--- src/design/asir_defines.vh ---
// Purpose: constants for the active settings image registers
// Assumes: 16-bit registers, byte-wide register index
// Notes: included by the asir regs and mode decode files
`ifndef ASIR_DEFINES_VH
`define ASIR_DEFINES_VH
`define ASIR_ADDR_CTRL_PEND 8'h01
`define ASIR_ADDR_GPIO_DATA 8'h0e
`define ASIR_ADDR_RANGE_PEND 8'h1d
`define ASIR_ADDR_ACTIVE_CONTROL_IMAGE 8'h21
`define ASIR_ADDR_RANGE_ACT 8'h22
`define ASIR_ADDR_CH_BASE 8'h0b
`define ASIR_CTRL_RESET 16'h0700
`define ASIR_RANGE_RESET 16'h0000
`define ASIR_MODE_MSB 15
`define ASIR_MODE_LSB 12
`define ASIR_PIN2_MSB 11
`define ASIR_PIN2_LSB 10
`define ASIR_PIN1_MSB 9
`define ASIR_PIN1_LSB 8
`define ASIR_MASK_MSB 7
`define ASIR_MASK_LSB 4
`define ASIR_PIN_ALERT 2'h0
`define ASIR_PIN_GPIN 2'h1
`define ASIR_PIN_GPOUT 2'h2
`define ASIR_PIN_SLOW 2'h3
`define ASIR_MODE_SS 4'h8
`define ASIR_MODE_SS8 4'h9
`define ASIR_MODE_FAST 4'ha
`define ASIR_MODE_BURST 4'hb
`define ASIR_MODE_SLEEP 4'hf
`define ASIR_MODE_SLOW8 4'h7
`define ASIR_RATE_SLOW8 2'h3
`define ASIR_VALID_NS 1000000
`define ASIR_CLK_NS 4
`endif

--- src/design/asir_regs.v ---
// Purpose: active control and range image registers
// Assumes: register port is the device's internal slave port
// Notes: images load from pending registers on cycle end
`timescale 1ns/1ps
`include "asir_defines.vh"
module asir_regs #(
  parameter CTRL_RESET = `ASIR_CTRL_RESET,
  parameter VALID_NS = `ASIR_VALID_NS,
  parameter VALID_CYC = VALID_NS / `ASIR_CLK_NS
) (
  // clock and reset
  input wire core_clk,
  input wire rst,
  // register access port
  input wire reg_wr,
  input wire reg_rd,
  input wire [7:0] reg_addr,
  input wire [15:0] reg_wdata,
  input wire reg_auto_inc,
  input wire skip_override,
  output reg [15:0] reg_rdata,
  output reg [7:0] next_addr,
  // refresh and conversion events
  input wire refresh,
  input wire cycle_done,
  // multipurpose pins
  input wire pin1_in,
  input wire pin2_in,
  output wire pin1_out,
  output wire pin1_oe_n,
  output wire pin2_out,
  output wire pin2_oe_n,
  // active state to converter
  output wire [3:0] chan_active,
  output wire [3:0] rate_code,
  output wire [1:0] rate_sel,
  output wire sleep,
  output wire single_shot,
  output wire fast,
  output wire burst,
  output wire [15:0] range_active,
  output wire images_valid
);
  // overview
  // host writes land only in the pending and gp data registers; the active
  // images never take a host write, so reads of them always show
  // what the converter is really using
  //
  // commit flow
  // - a refresh of any variant arms one commit
  // - the commit waits for the end of the running conversion cycle
  // - at that edge both images load whole from their pending words
  // - the converter keeps its old rate right up to that edge
  // - so an image may lag its refresh by up to one whole cycle,
  //   and the lag depends on where in the cycle the refresh fell
  // - a refresh in the very edge of a cycle end arms the next end;
  //   the end that is passing has already been claimed
  // - pending words are taken at commit time, not refresh time;
  //   a write between refresh and cycle end still makes it in
  //
  // validity
  // - a timer restarts on every refresh variant
  // - the flag rises a fixed count of clocks later
  // - after reset the flag rises once the timer first runs out
  // - the count comes from a time and the clock period; a bench
  //   may shorten it through the cycle parameter
  //
  // control image layout
  // - sampling mode code in the top nibble
  // - pin two role, then pin one role, two bits each
  // - channel disable mask in the next nibble
  // - low nibble has no storage and always reads zero
  //
  // multipurpose pins
  // - pin levels arrive unsynchronised and pass two flops first
  // - gp input role: data register shows the pin level
  // - gp output role: pin driven from the data register
  // - low-rate role: a high pin forces the slowest rate in adaptive and continuous modes
  // - alert role: no alert source lives here; the pin stays
  //   undriven from this block
  //
  // register pointer
  // - each access leaves the following address in next_addr
  // - with auto-increment on, an address of a disabled channel
  //   is stepped over, unless the override level is high
  // - only one disabled channel is stepped over per access; two
  //   disabled neighbours need the caller to skip again
  //
  // limitations
  // - unmapped reads return zero rather than an error
  // - the range image reset is one fixed word for every variant
  // - the control reset is a parameter, one value per variant
  reg [15:0] ctrl_pend_q; // pending control setting
  reg [15:0] range_pend_q; // pending range setting
  reg [15:0] active_control_image_q; // active control image
  reg [15:0] range_act_q; // active range image
  reg [1:0] gpio_out_q; // written gp output values
  reg commit_q; // refresh seen, waiting for cycle end
  reg [31:0] valid_cnt_q; // clocks since last refresh, held once valid
  reg valid_q; // images and results readable
  wire [1:0] pin_sync; // synchronised pin levels, bit 0 pin one
  wire [1:0] pin1_fn; // role of pin one from the active image
  wire [1:0] pin2_fn; // role of pin two from the active image
  wire [3:0] pin_fn; // both roles, pin one in the low pair
  wire [1:0] pin_slow; // per pin: low-rate role and pin high
  wire [1:0] pin_drive; // per pin: gp output role
  wire [1:0] pin_rd; // per pin: bit shown in the gp data word
  wire slow_force; // any pin asks for the slowest rate
  wire [15:0] ctrl_commit; // pending image with dead bits cleared
  // write strobes, one per writable register
  wire wr_ctrl_pend; // pending control written
  wire wr_range_pend; // pending range written
  wire wr_gpio; // gp output values written
  // pointer helpers
  wire [7:0] step_addr; // plain following address
  wire [7:0] chan_off; // offset of that address in channel block
  wire skip_zone; // following address lies in the channel block
  // pins arrive from outside the clock domain
  asir_sync2 #(.W(2)) u_sync (
    .core_clk(core_clk),
    .rst(rst),
    .async_in({pin2_in, pin1_in}),
    .sync_out(pin_sync)
  );
  assign pin1_fn = active_control_image_q[`ASIR_PIN1_MSB:`ASIR_PIN1_LSB];
  assign pin2_fn = active_control_image_q[`ASIR_PIN2_MSB:`ASIR_PIN2_LSB];
  assign pin_fn = {pin2_fn, pin1_fn};
  // per-pin role decode; both pins share one encoding
  genvar gi;
  generate
    for (gi = 0; gi < 2; gi = gi + 1) begin : g_pin
      // low-rate role only counts while the pin is high
      assign pin_slow[gi] =
        (pin_fn[2*gi+1:2*gi] == `ASIR_PIN_SLOW) &&
        pin_sync[gi];
      // output role is the only one that drives the pin
      assign pin_drive[gi] =
        (pin_fn[2*gi+1:2*gi] == `ASIR_PIN_GPOUT);
      // input role shows the pin, other roles the written value
      assign pin_rd[gi] =
        (pin_fn[2*gi+1:2*gi] == `ASIR_PIN_GPIN) ?
        pin_sync[gi] : gpio_out_q[gi];
    end
  endgenerate
  // either pin in low-rate role and high forces slow rate in adaptive and continuous modes
  assign slow_force = |pin_slow;
  // outputs always carry the register; oe is active low
  assign pin1_out = gpio_out_q[0];
  assign pin2_out = gpio_out_q[1];
  assign pin1_oe_n = ~pin_drive[0];
  assign pin2_oe_n = ~pin_drive[1];
  // write decode; the active images have no write strobe at all
  assign wr_ctrl_pend = reg_wr && reg_addr == `ASIR_ADDR_CTRL_PEND;
  assign wr_range_pend = reg_wr && reg_addr == `ASIR_ADDR_RANGE_PEND;
  assign wr_gpio = reg_wr && reg_addr == `ASIR_ADDR_GPIO_DATA;
  // pointer step and its place in the channel block
  assign step_addr = reg_addr + 8'h1;
  assign chan_off = step_addr - `ASIR_ADDR_CH_BASE;
  assign skip_zone = (step_addr >= `ASIR_ADDR_CH_BASE) &&
                     (step_addr < `ASIR_ADDR_CH_BASE + 8'h4);
  assign rate_code = active_control_image_q[`ASIR_MODE_MSB:`ASIR_MODE_LSB];
  // set mask bit means channel leaves the conversion cycle
  assign chan_active = ~active_control_image_q[`ASIR_MASK_MSB:`ASIR_MASK_LSB];
  assign range_active = range_act_q;
  assign images_valid = valid_q;
  assign ctrl_commit = {ctrl_pend_q[15:4], 4'h0};
  // mode decode of the active code; the adaptive, continuous and
  // reserved flags have no user in this block
  asir_mode_dec u_dec (
    .mode_code(rate_code),
    .slow_force(slow_force),
    .adaptive(),
    .continuous(),
    .single_shot(single_shot),
    .fast(fast),
    .burst(burst),
    .sleep(sleep),
    .reserved(),
    .rate_sel(rate_sel)
  );
  // pending writes, commit on cycle end, whole-word image load
  always @(posedge core_clk) begin
    if (rst) begin
      ctrl_pend_q <= CTRL_RESET;
      range_pend_q <= `ASIR_RANGE_RESET;
      active_control_image_q <= CTRL_RESET;
      range_act_q <= `ASIR_RANGE_RESET;
      gpio_out_q <= 2'h0;
      commit_q <= 1'b0;
    end else begin
      // host writes go to pending words and gp output values only
      if (wr_ctrl_pend) begin
        ctrl_pend_q <= reg_wdata; // held, not active
      end else if (wr_range_pend) begin
        range_pend_q <= reg_wdata; // held, not active
      end else if (wr_gpio) begin
        // kept in every role, drives the pin only in output role
        gpio_out_q <= reg_wdata[1:0];
      end
      // old rate stays until current cycle finishes; a refresh
      // in the same cycle as the end still commits next end
      if (commit_q && cycle_done) begin
        active_control_image_q <= ctrl_commit;
        range_act_q <= range_pend_q;
      end
      if (refresh) begin
        commit_q <= 1'b1; // set wins over clear
      end else if (cycle_done) begin
        commit_q <= 1'b0;
      end
    end
  end
  // validity timer, restarted by every refresh variant
  always @(posedge core_clk) begin
    if (rst) begin
      valid_cnt_q <= 32'h0;
      valid_q <= 1'b0;
    end else if (refresh) begin
      valid_cnt_q <= 32'h0;
      valid_q <= 1'b0;
    end else if (!valid_q) begin
      valid_cnt_q <= valid_cnt_q + 32'h1;
      if (valid_cnt_q >= VALID_CYC - 1) begin
        valid_q <= 1'b1;
      end
    end
  end
  // read data; unmapped addresses return zero
  always @(posedge core_clk) begin
    if (rst) begin
      reg_rdata <= 16'h0;
    end else if (reg_rd) begin
      if (reg_addr == `ASIR_ADDR_ACTIVE_CONTROL_IMAGE) begin
        reg_rdata <= {active_control_image_q[15:4], 4'h0};
      end else if (reg_addr == `ASIR_ADDR_RANGE_ACT) begin
        reg_rdata <= range_act_q;
      end else if (reg_addr == `ASIR_ADDR_CTRL_PEND) begin
        reg_rdata <= ctrl_pend_q;
      end else if (reg_addr == `ASIR_ADDR_RANGE_PEND) begin
        reg_rdata <= range_pend_q;
      end else if (reg_addr == `ASIR_ADDR_GPIO_DATA) begin
        // input role shows pin, output role shows written value
        reg_rdata <= {14'h0, pin_rd};
      end else begin
        reg_rdata <= 16'h0;
      end
    end
  end
  // auto-increment pointer, skipping per-channel addresses
  always @(posedge core_clk) begin
    if (rst) begin
      next_addr <= 8'h0;
    end else if (reg_rd || reg_wr) begin
      if (reg_auto_inc && !skip_override && skip_zone &&
          !chan_active[chan_off[1:0]]) begin
        // disabled channel: step over its address
        next_addr <= reg_addr + 8'h2;
      end else begin
        // plain step, also when the override is high
        next_addr <= step_addr;
      end
    end
  end
endmodule // asir_regs

--- src/design/asir_sync2.v ---
// Purpose: two-flop synchroniser for pin levels
// Assumes: core_clk domain
// Notes: first flop feeds only the second
`timescale 1ns/1ps
module asir_sync2 #(
  parameter W = 2
) (
  // clock and reset
  input wire core_clk,
  input wire rst,
  // data
  input wire [W-1:0] async_in,
  output wire [W-1:0] sync_out
);
  reg [W-1:0] meta_q; // first stage, read only by second
  reg [W-1:0] sync_q; // second stage
  // plain double flop
  always @(posedge core_clk) begin
    if (rst) begin
      meta_q <= {W{1'b0}};
      sync_q <= {W{1'b0}};
    end else begin
      meta_q <= async_in;
      sync_q <= meta_q;
    end
  end
  assign sync_out = sync_q;
endmodule // asir_sync2

--- src/design/asir_mode_dec.v ---
// Purpose: decode of the sampling mode code
// Assumes: 4-bit code from the active control image
// Notes: one-hot output, reserved codes raise only the reserved flag
`timescale 1ns/1ps
`include "asir_defines.vh"
module asir_mode_dec (
  // code in
  input wire [3:0] mode_code,
  input wire slow_force,
  // decoded mode
  output reg adaptive,
  output reg continuous,
  output reg single_shot,
  output reg fast,
  output reg burst,
  output reg sleep,
  output reg reserved,
  output reg [1:0] rate_sel
);
  // one mode per code; slow pin forces lowest rate in adaptive and continuous modes
  always @* begin
    adaptive = 1'b0;
    continuous = 1'b0;
    single_shot = 1'b0;
    fast = 1'b0;
    burst = 1'b0;
    sleep = 1'b0;
    reserved = 1'b0;
    rate_sel = mode_code[1:0];
    if (mode_code[3:2] == 2'h0) begin
      adaptive = 1'b1;
    end else if (mode_code[3:2] == 2'h1) begin
      continuous = 1'b1;
    end else if (mode_code == `ASIR_MODE_SS ||
                 mode_code == `ASIR_MODE_SS8) begin
      single_shot = 1'b1;
    end else if (mode_code == `ASIR_MODE_FAST) begin
      fast = 1'b1;
    end else if (mode_code == `ASIR_MODE_BURST) begin
      burst = 1'b1;
    end else if (mode_code == `ASIR_MODE_SLEEP) begin
      sleep = 1'b1;
    end else begin
      reserved = 1'b1;
    end
    // low-rate pin drops rate to 8 per second
    if (slow_force && (adaptive || continuous)) begin
      rate_sel = `ASIR_RATE_SLOW8;
    end
  end
endmodule // asir_mode_dec

--- config.mk ---
export PLATFORM = sky130hd
export DESIGN_NAME = asir_regs
export DESIGN_NICKNAME = d
export VERILOG_FILES = /design/src/design/asir_regs.v /design/src/design/asir_sync2.v /design/src/design/asir_mode_dec.v
export VERILOG_INCLUDE_DIRS = /design/src /design/src/design
export SDC_FILE = /design/constraint.sdc
export NUM_CORES = 1
export LEC_CHECK = 0
export BUFFER_PORTS_ARGS = -buffer_cell sky130_fd_sc_hd__buf_2
export CAP_MARGIN = 20
export CORE_UTILIZATION = 51
export DETAILED_ROUTE_END_ITERATION = 6
export PLACE_DENSITY = 0.76
export SYNTH_ARGS = -nofsm -noshare
export SYNTH_HDL_FRONTEND = slang
export SYNTH_SLANG_ARGS = --single-unit
--- constraint.sdc ---
create_clock -name core_clk -period 1.9 [get_ports core_clk]
set_clock_uncertainty 0.15 [all_clocks]
set_input_delay 0.095 -clock core_clk [delete_from_list [all_inputs] [get_ports core_clk]]
set_output_delay 0.095 -clock core_clk [all_outputs]
set_load 0.02 [all_outputs]
## Yosys cells after proc, flatten, opt, wreduce, memory -nomap -nowiden

Cells that the tools add are included.

- Bits in latches: 0
- Register bits: 124
- Logic and storage cells: 100
- RAM bits: 0
- Memories: 0
- Output and inout bits: 59
- Input port bits: 34
- ROM bits: 0

- Shift operators: 0
- Bitwise gates (word level): 5
- $mul: 0
- Order comparisons: 4
- Muxes and demuxes: 36
- Reduce and logical (&&, ||, !) cells: 22
- Divide/modulo/power cells: 0
- $add $sub $neg: 4
- Eq/ne operators: 17

Operators by type and width:

| cell | number |
|---|---|
| $mux W16 | 4 |
| $add A32 B1 Y32 const B | 1 |
| $ge A32 B18 Y1 const B | 1 |
| $mux W1 | 28 |
| $eq A4 B4 Y1 const B | 5 |
| $eq A8 B6 Y1 const B | 2 |
| $logic_and A1 B1 Y1 | 11 |
| $add A8 B1 Y8 const B | 1 |
| $add A8 B2 Y8 const B | 1 |
| $eq A2 B2 Y1 const B | 4 |
| $eq A8 B1 Y1 const B | 1 |
| $eq A8 B4 Y1 const B | 1 |
| $eq A8 B5 Y1 const B | 1 |
| $ge A8 B4 Y1 const B | 1 |
| $lt A8 B4 Y1 const B | 1 |
| $mux W8 | 1 |
| $eq A2 B1 Y1 const B | 3 |
| $mux W2 | 2 |
| $not A1 Y1 | 4 |
| $not A4 Y4 | 1 |
| $reduce_or A2 Y1 | 2 |
| $logic_or A1 B1 Y1 | 3 |
| $lt A2 B3 Y1 const B | 1 |
| $reduce_and A3 Y1 | 1 |
| other kinds (6) | 7 |

## Longest topological paths before layout

- Depth after elaboration: 7
- Gate-level depth with buffers: 10
- Gate-level depth less buffers: 7

## Modules after synthesis

From an unflattened synthesis, not the netlist that was laid out.

- Cell total of the unflattened synthesis: 683
- Area total of the unflattened synthesis: 5698.0 um^2

Modules (own cells, without submodules):

| module | sequential area each (um^2) | times used | area each (um^2) | cells each |
|---|---|---|---|---|
| asir_regs | 2402.3 | 1 | 5511.5 | 662 |
| asir_sync2 | 80.1 | 1 | 105.1 | 8 |
| asir_mode_dec | 0.0 | 1 | 81.3 | 13 |

## Worst setup path after synthesis

No wires, ideal clock.

- Path kind: input to register
- From: in reg_addr[0]
- To: reg next_addr[5]
- Data arrival time: 1727 ps
- Path buffers: 0
- Library setup time: 125 ps
- Data required time: 1625 ps
- Path slack: -102 ps
- Cell stages on the path: 7
- Cells stage by stage: inv_1 > ha_1 > mux4_2 > o2111ai_1 > and4bb_4 > and3_4 > o41a_1

- Word-level cells in the longest chain between the ends: 7
- Elaborated cells between the ends (all ways): 12
- Classes of those cells: 3 x add/sub; 2 x order compare; 3 x mux; 4 x reduce/logical

RTL lines:

| what | RTL line | RTL |
|---|---|---|
| start: declaration | asir_regs.v:17 | `input wire [7:0] reg_addr,` |
| $add A8 B1 Y8 | asir_regs.v:157 | `assign step_addr = reg_addr + 8'h1;` |
| $sub A2 B2 Y2 (no line) | - |  |
| $bmux W1 S2 | asir_regs.v:255 | `!chan_active[chan_off[1:0]]) begin` |
| $mux W1 (implied by the code) | asir_regs.v:255 |  |
| $logic_not A1 Y1 | asir_regs.v:255 |  |
| $logic_and A1 B1 Y1 | asir_regs.v:254 | `if (reg_auto_inc && !skip_override && skip_zone &&` |
| $mux W8 (*) | asir_regs.v:254 |  |
| end signal: assignment | asir_regs.v:257 | `next_addr <= reg_addr + 8'h2;` |
| end signal: assignment | asir_regs.v:260 | `next_addr <= step_addr;` |
| end: declaration | asir_regs.v:22 | `output reg [7:0] next_addr,` |

Mark *: on every way between the ends. The rest lies on a longest branch, timed or not. The select of a mux whose other input is x is not followed.
A chain may end at the register's enable or synchronous reset.

## Worst setup path after layout

- From: reg active_control_image_q[7]
- To: reg next_addr[5]

- Word-level cells in the longest chain between the ends: 6

RTL lines:

| what | RTL line | RTL |
|---|---|---|
| start: declaration | asir_regs.v:95 | `reg [15:0] active_control_image_q;` |
| start signal: assignment | asir_regs.v:203 | `active_control_image_q <= ctrl_commit;` |
| $not A4 Y4 | asir_regs.v:163 | `` assign chan_active = ~active_control_image_q[`ASIR_MASK_MSB:`ASIR_MASK_LSB]; `` |
| $bmux W1 S2 | asir_regs.v:255 |  |
| $mux W1 (implied by the code) | asir_regs.v:255 |  |
| $logic_not A1 Y1 | asir_regs.v:255 |  |
| $logic_and A1 B1 Y1 | asir_regs.v:254 |  |
| $mux W8 | asir_regs.v:254 |  |

No other way between the ends. The select of a mux whose other input is x is not followed.

==> results_dict.tcl <==
set metrics [dict create \
    cts-root-buf "clkbuf_8" \
    drtAntennaViolNets 0 \
    slew_violations 0 \
    violations "DRC" \
    dp_worst_setup_slack_ns -0.240 \
    layout_commonest_cell "nand2_1" \
    tightest_slew_ns 0.648 \
    avgRoutedWirePerCell_um 16.2 \
    path_clk_slew_ns 0.06 \
    worstSkewPairLatency_ns 0.54 \
    hold_viol 0 \
    status "finished with violations" \
    async_reset_ff_frac 0 \
    slew_headroom 0.568 \
    synth_fp_nets 742 \
    die_h_um 108 \
    cp-end-kind "flop" \
    clock_path_buffers 2 \
    mostFrequentLayoutCells "nand2_1 (138), dfxtp_1 (122), buf_2 (92), a21oi_1 (69), nor2_1 (63)" \
    gr-total-overflow 0 \
    initial_core_util 0.528 \
    htree_levels 4 \
    antenna_found_initial 0 \
    dp_hpwl_um 11000 \
    setup_viol 0 \
    place.gp.congestion 0.892 \
    worst_ep_required_time_ns 2.16 \
    first_iter_violations 506 \
    cap_violations 0 \
    route.vias.total 5628 \
    synth_area_mm2 0.00575 \
    period_needed_ns 1.87 \
    postSynthCellCount 703 \
    area_growth_pct 31.0 \
    avgSynthCellArea_um2 8.18 \
    comb_power_share 0.079 \
    track_usage 0.287 \
    grt_max_degree 66 \
    drive_gt1_frac 0.235 \
    io_pins 93 \
    tns_ns 0 \
    port_buffers 92 \
    power.leakage_uw 0.00300 \
    vdd_drop_max_mv 0.578 \
    design.core.area_mm2 0.0109 \
    cts_tree "yes" \
    cp_max_fo 3 \
    ys_seq_area_frac 0.432 \
    cp-start-kind "flop" \
    drt_wl_total_um 16300 \
    cts_num_sinks 124 \
    critical_path_class "flop to flop" \
    fmax_ghz 0.536 \
    p_total_uw 6220 \
    drc 8 \
    fin_util 0.692 \
    cts-buffers-inserted 17 \
    synth-seq-cells 124 \
    p_per_area_mw_per_mm2 825 \
    row_count 38 \
    die_x_um 108 \
    hold_class "input port to flop" \
    p_int_uw 4620 \
    yosys.cell_types.count 65 \
    dr.pass1.iters 7 \
    worst_slack_ns 0.0326 \
    nFillCells 870 \
    rsz0062_at_grt "true" \
    yosysWarnings 0 \
    synthFlopType "dfxtp_1" \
    viasPerCell 5.60 \
    diodes 0 \
    clkPwrFrac 0.493 \
    p_sw_uw 1590 \
    fin_nets 891 \
    synth_edf_count 0 \
    grt_pass1_vias 5378 \
    min_period_over_period 0.983 \
    pwr-share-seq 0.428 \
    die_area_mm2 0.0117 \
    switching_share 0.257 \
    grt_pass1_wl_um 26000 \
    cp.arrival_ns 2.13 \
]
cell type report:
cell class,instances,area [µm²],area share
clock buffer,17,414,0.0550
clock inverter,15,153,0.0203
multi-input combinational,516,3020,0.401
timing repair buffer,176,1220,0.162
sequential,124,2480,0.330
inverter,17,63.8,0.00847
tap,140,175,0.0233
timing repair:
item	in CTS	in global routing
hold buffers	37	0
endpoints found under the hold margin	89	0
buffers inserted	0	2
endpoints found under the setup margin	2	23
pin swaps	0	3
resized for setup	2	9
path summary, 6_finish.rpt:
check | slack [ns] | to | depth (start not counted) | from
worst max register to register | 0.03 | next_addr[5]$_SDFFE_PP0P_ | 5 | active_control_image_q[7]$_SDFFE_PP0P_
worst max-delay path | 0.03 | next_addr[5]$_SDFFE_PP0P_ | 5 | active_control_image_q[7]$_SDFFE_PP0P_
worst min-delay path | 0.03 | next_addr[0]$_SDFFE_PP0P_ | 6 | reg_addr[0]
worst min register to register | 0.31 | u_sync.sync_out[1]$_SDFF_PP0_ | 1 | u_sync.meta_q[1]$_SDFF_PP0_
power groups by stage:
stage               combinational, µW  sequential (µW)  clock (µW)
floorplan                         229             2740           0
detailed placement                416             2720           0
CTS                               477             2660        3090
global placement                  408             2710           0
global route                      529             2660        3230
finish                            490             2660        3070
critical path: stages, from the launching register on:
cell	delay (ns)
dfxtp_2	0.32
mux4_2	0.46
o2111ai_2	0.08
and4bb_4	0.23
and3_4	0.19
o41a_1	0.32
through the flow:
step | cell area (µm²) | instances | hold WS [ns]
floorplan | 5770 | 703 | 0.0624
global placement | 6550 | 935 | 0.153
detailed placement | 6550 | 935 | 0.162
finish | 7530 | 1005 | 0.0258
CTS | 7500 | 1004 | 0.00651
global route | 7530 | 1005 | 0.0392
logic make-up (layout without fill, tap and decap cells):
kind of cell | after synthesis | after routing | share of synthesized area
AO/OA/AOI/OAI | 151 | 151 | 0.171
XOR/XNOR | 35 | 35 | 0.0533
multiplexers | 6 | 6 | 0.0126
AND/OR/NAND/NOR | 319 | 319 | 0.267
buffers and inverters | 63 | 225 | 0.0529
flip-flops | 124 | 124 | 0.432
adder cells (fa/ha/maj) | 5 | 5 | 0.0109
Yosys cell counts (4+ instances only):
cell type	instances	area, µm²
a21oi_1	69	345
a222oi_1	4	40.0
a311oi_1	10	87.6
a31oi_1	4	25.0
and2_1	4	25.0
and3_1	9	56.3
buf_2	6	30.0
buf_4	6	45.0
clkbuf_1	29	109
dfxtp_1	124	2480
ha_1	5	62.6
inv_1	17	63.8
mux2i_1	5	50.1
nand2_1	138	518
nand3_1	44	220
nand4_1	15	93.8
nor2_1	63	236
nor2b_1	11	68.8
nor3_1	5	25.0
nor4_1	5	31.3
o21a_1	11	82.6
o21ai_0	9	45.0
o21ai_1	7	35.0
o2bb2ai_1	12	105
or2_2	5	31.3
xnor2_1	12	105
xor2_1	23	201
flip-flops by register name (all words and copies together) (netlist names):
signal                  flops
ctrl_pend_q                16
valid_cnt_q                32
commit_q                    1
active_control_image_q     12
reg_rdata                  16
range_pend_q               16
u_sync.sync_out             2
range_active               16
u_sync.meta_q               2
gpio_out_q                  2
next_addr                   8
images_valid                1
layer usage:
| layer | track usage | vias up | routed length [µm] |
|---|---|---|---|
| li1 | - | 2746 | - |
| met1 | 0.338 | 2653 | 6910 |
| met2 | 0.479 | 186 | 7910 |
| met3 | 0.0669 | 43 | 908 |
| met4 | 0.159 | 0 | 562 |
| met5 | 0 | - | 0 |
Note: power is estimated with default switching activity, not from simulation.
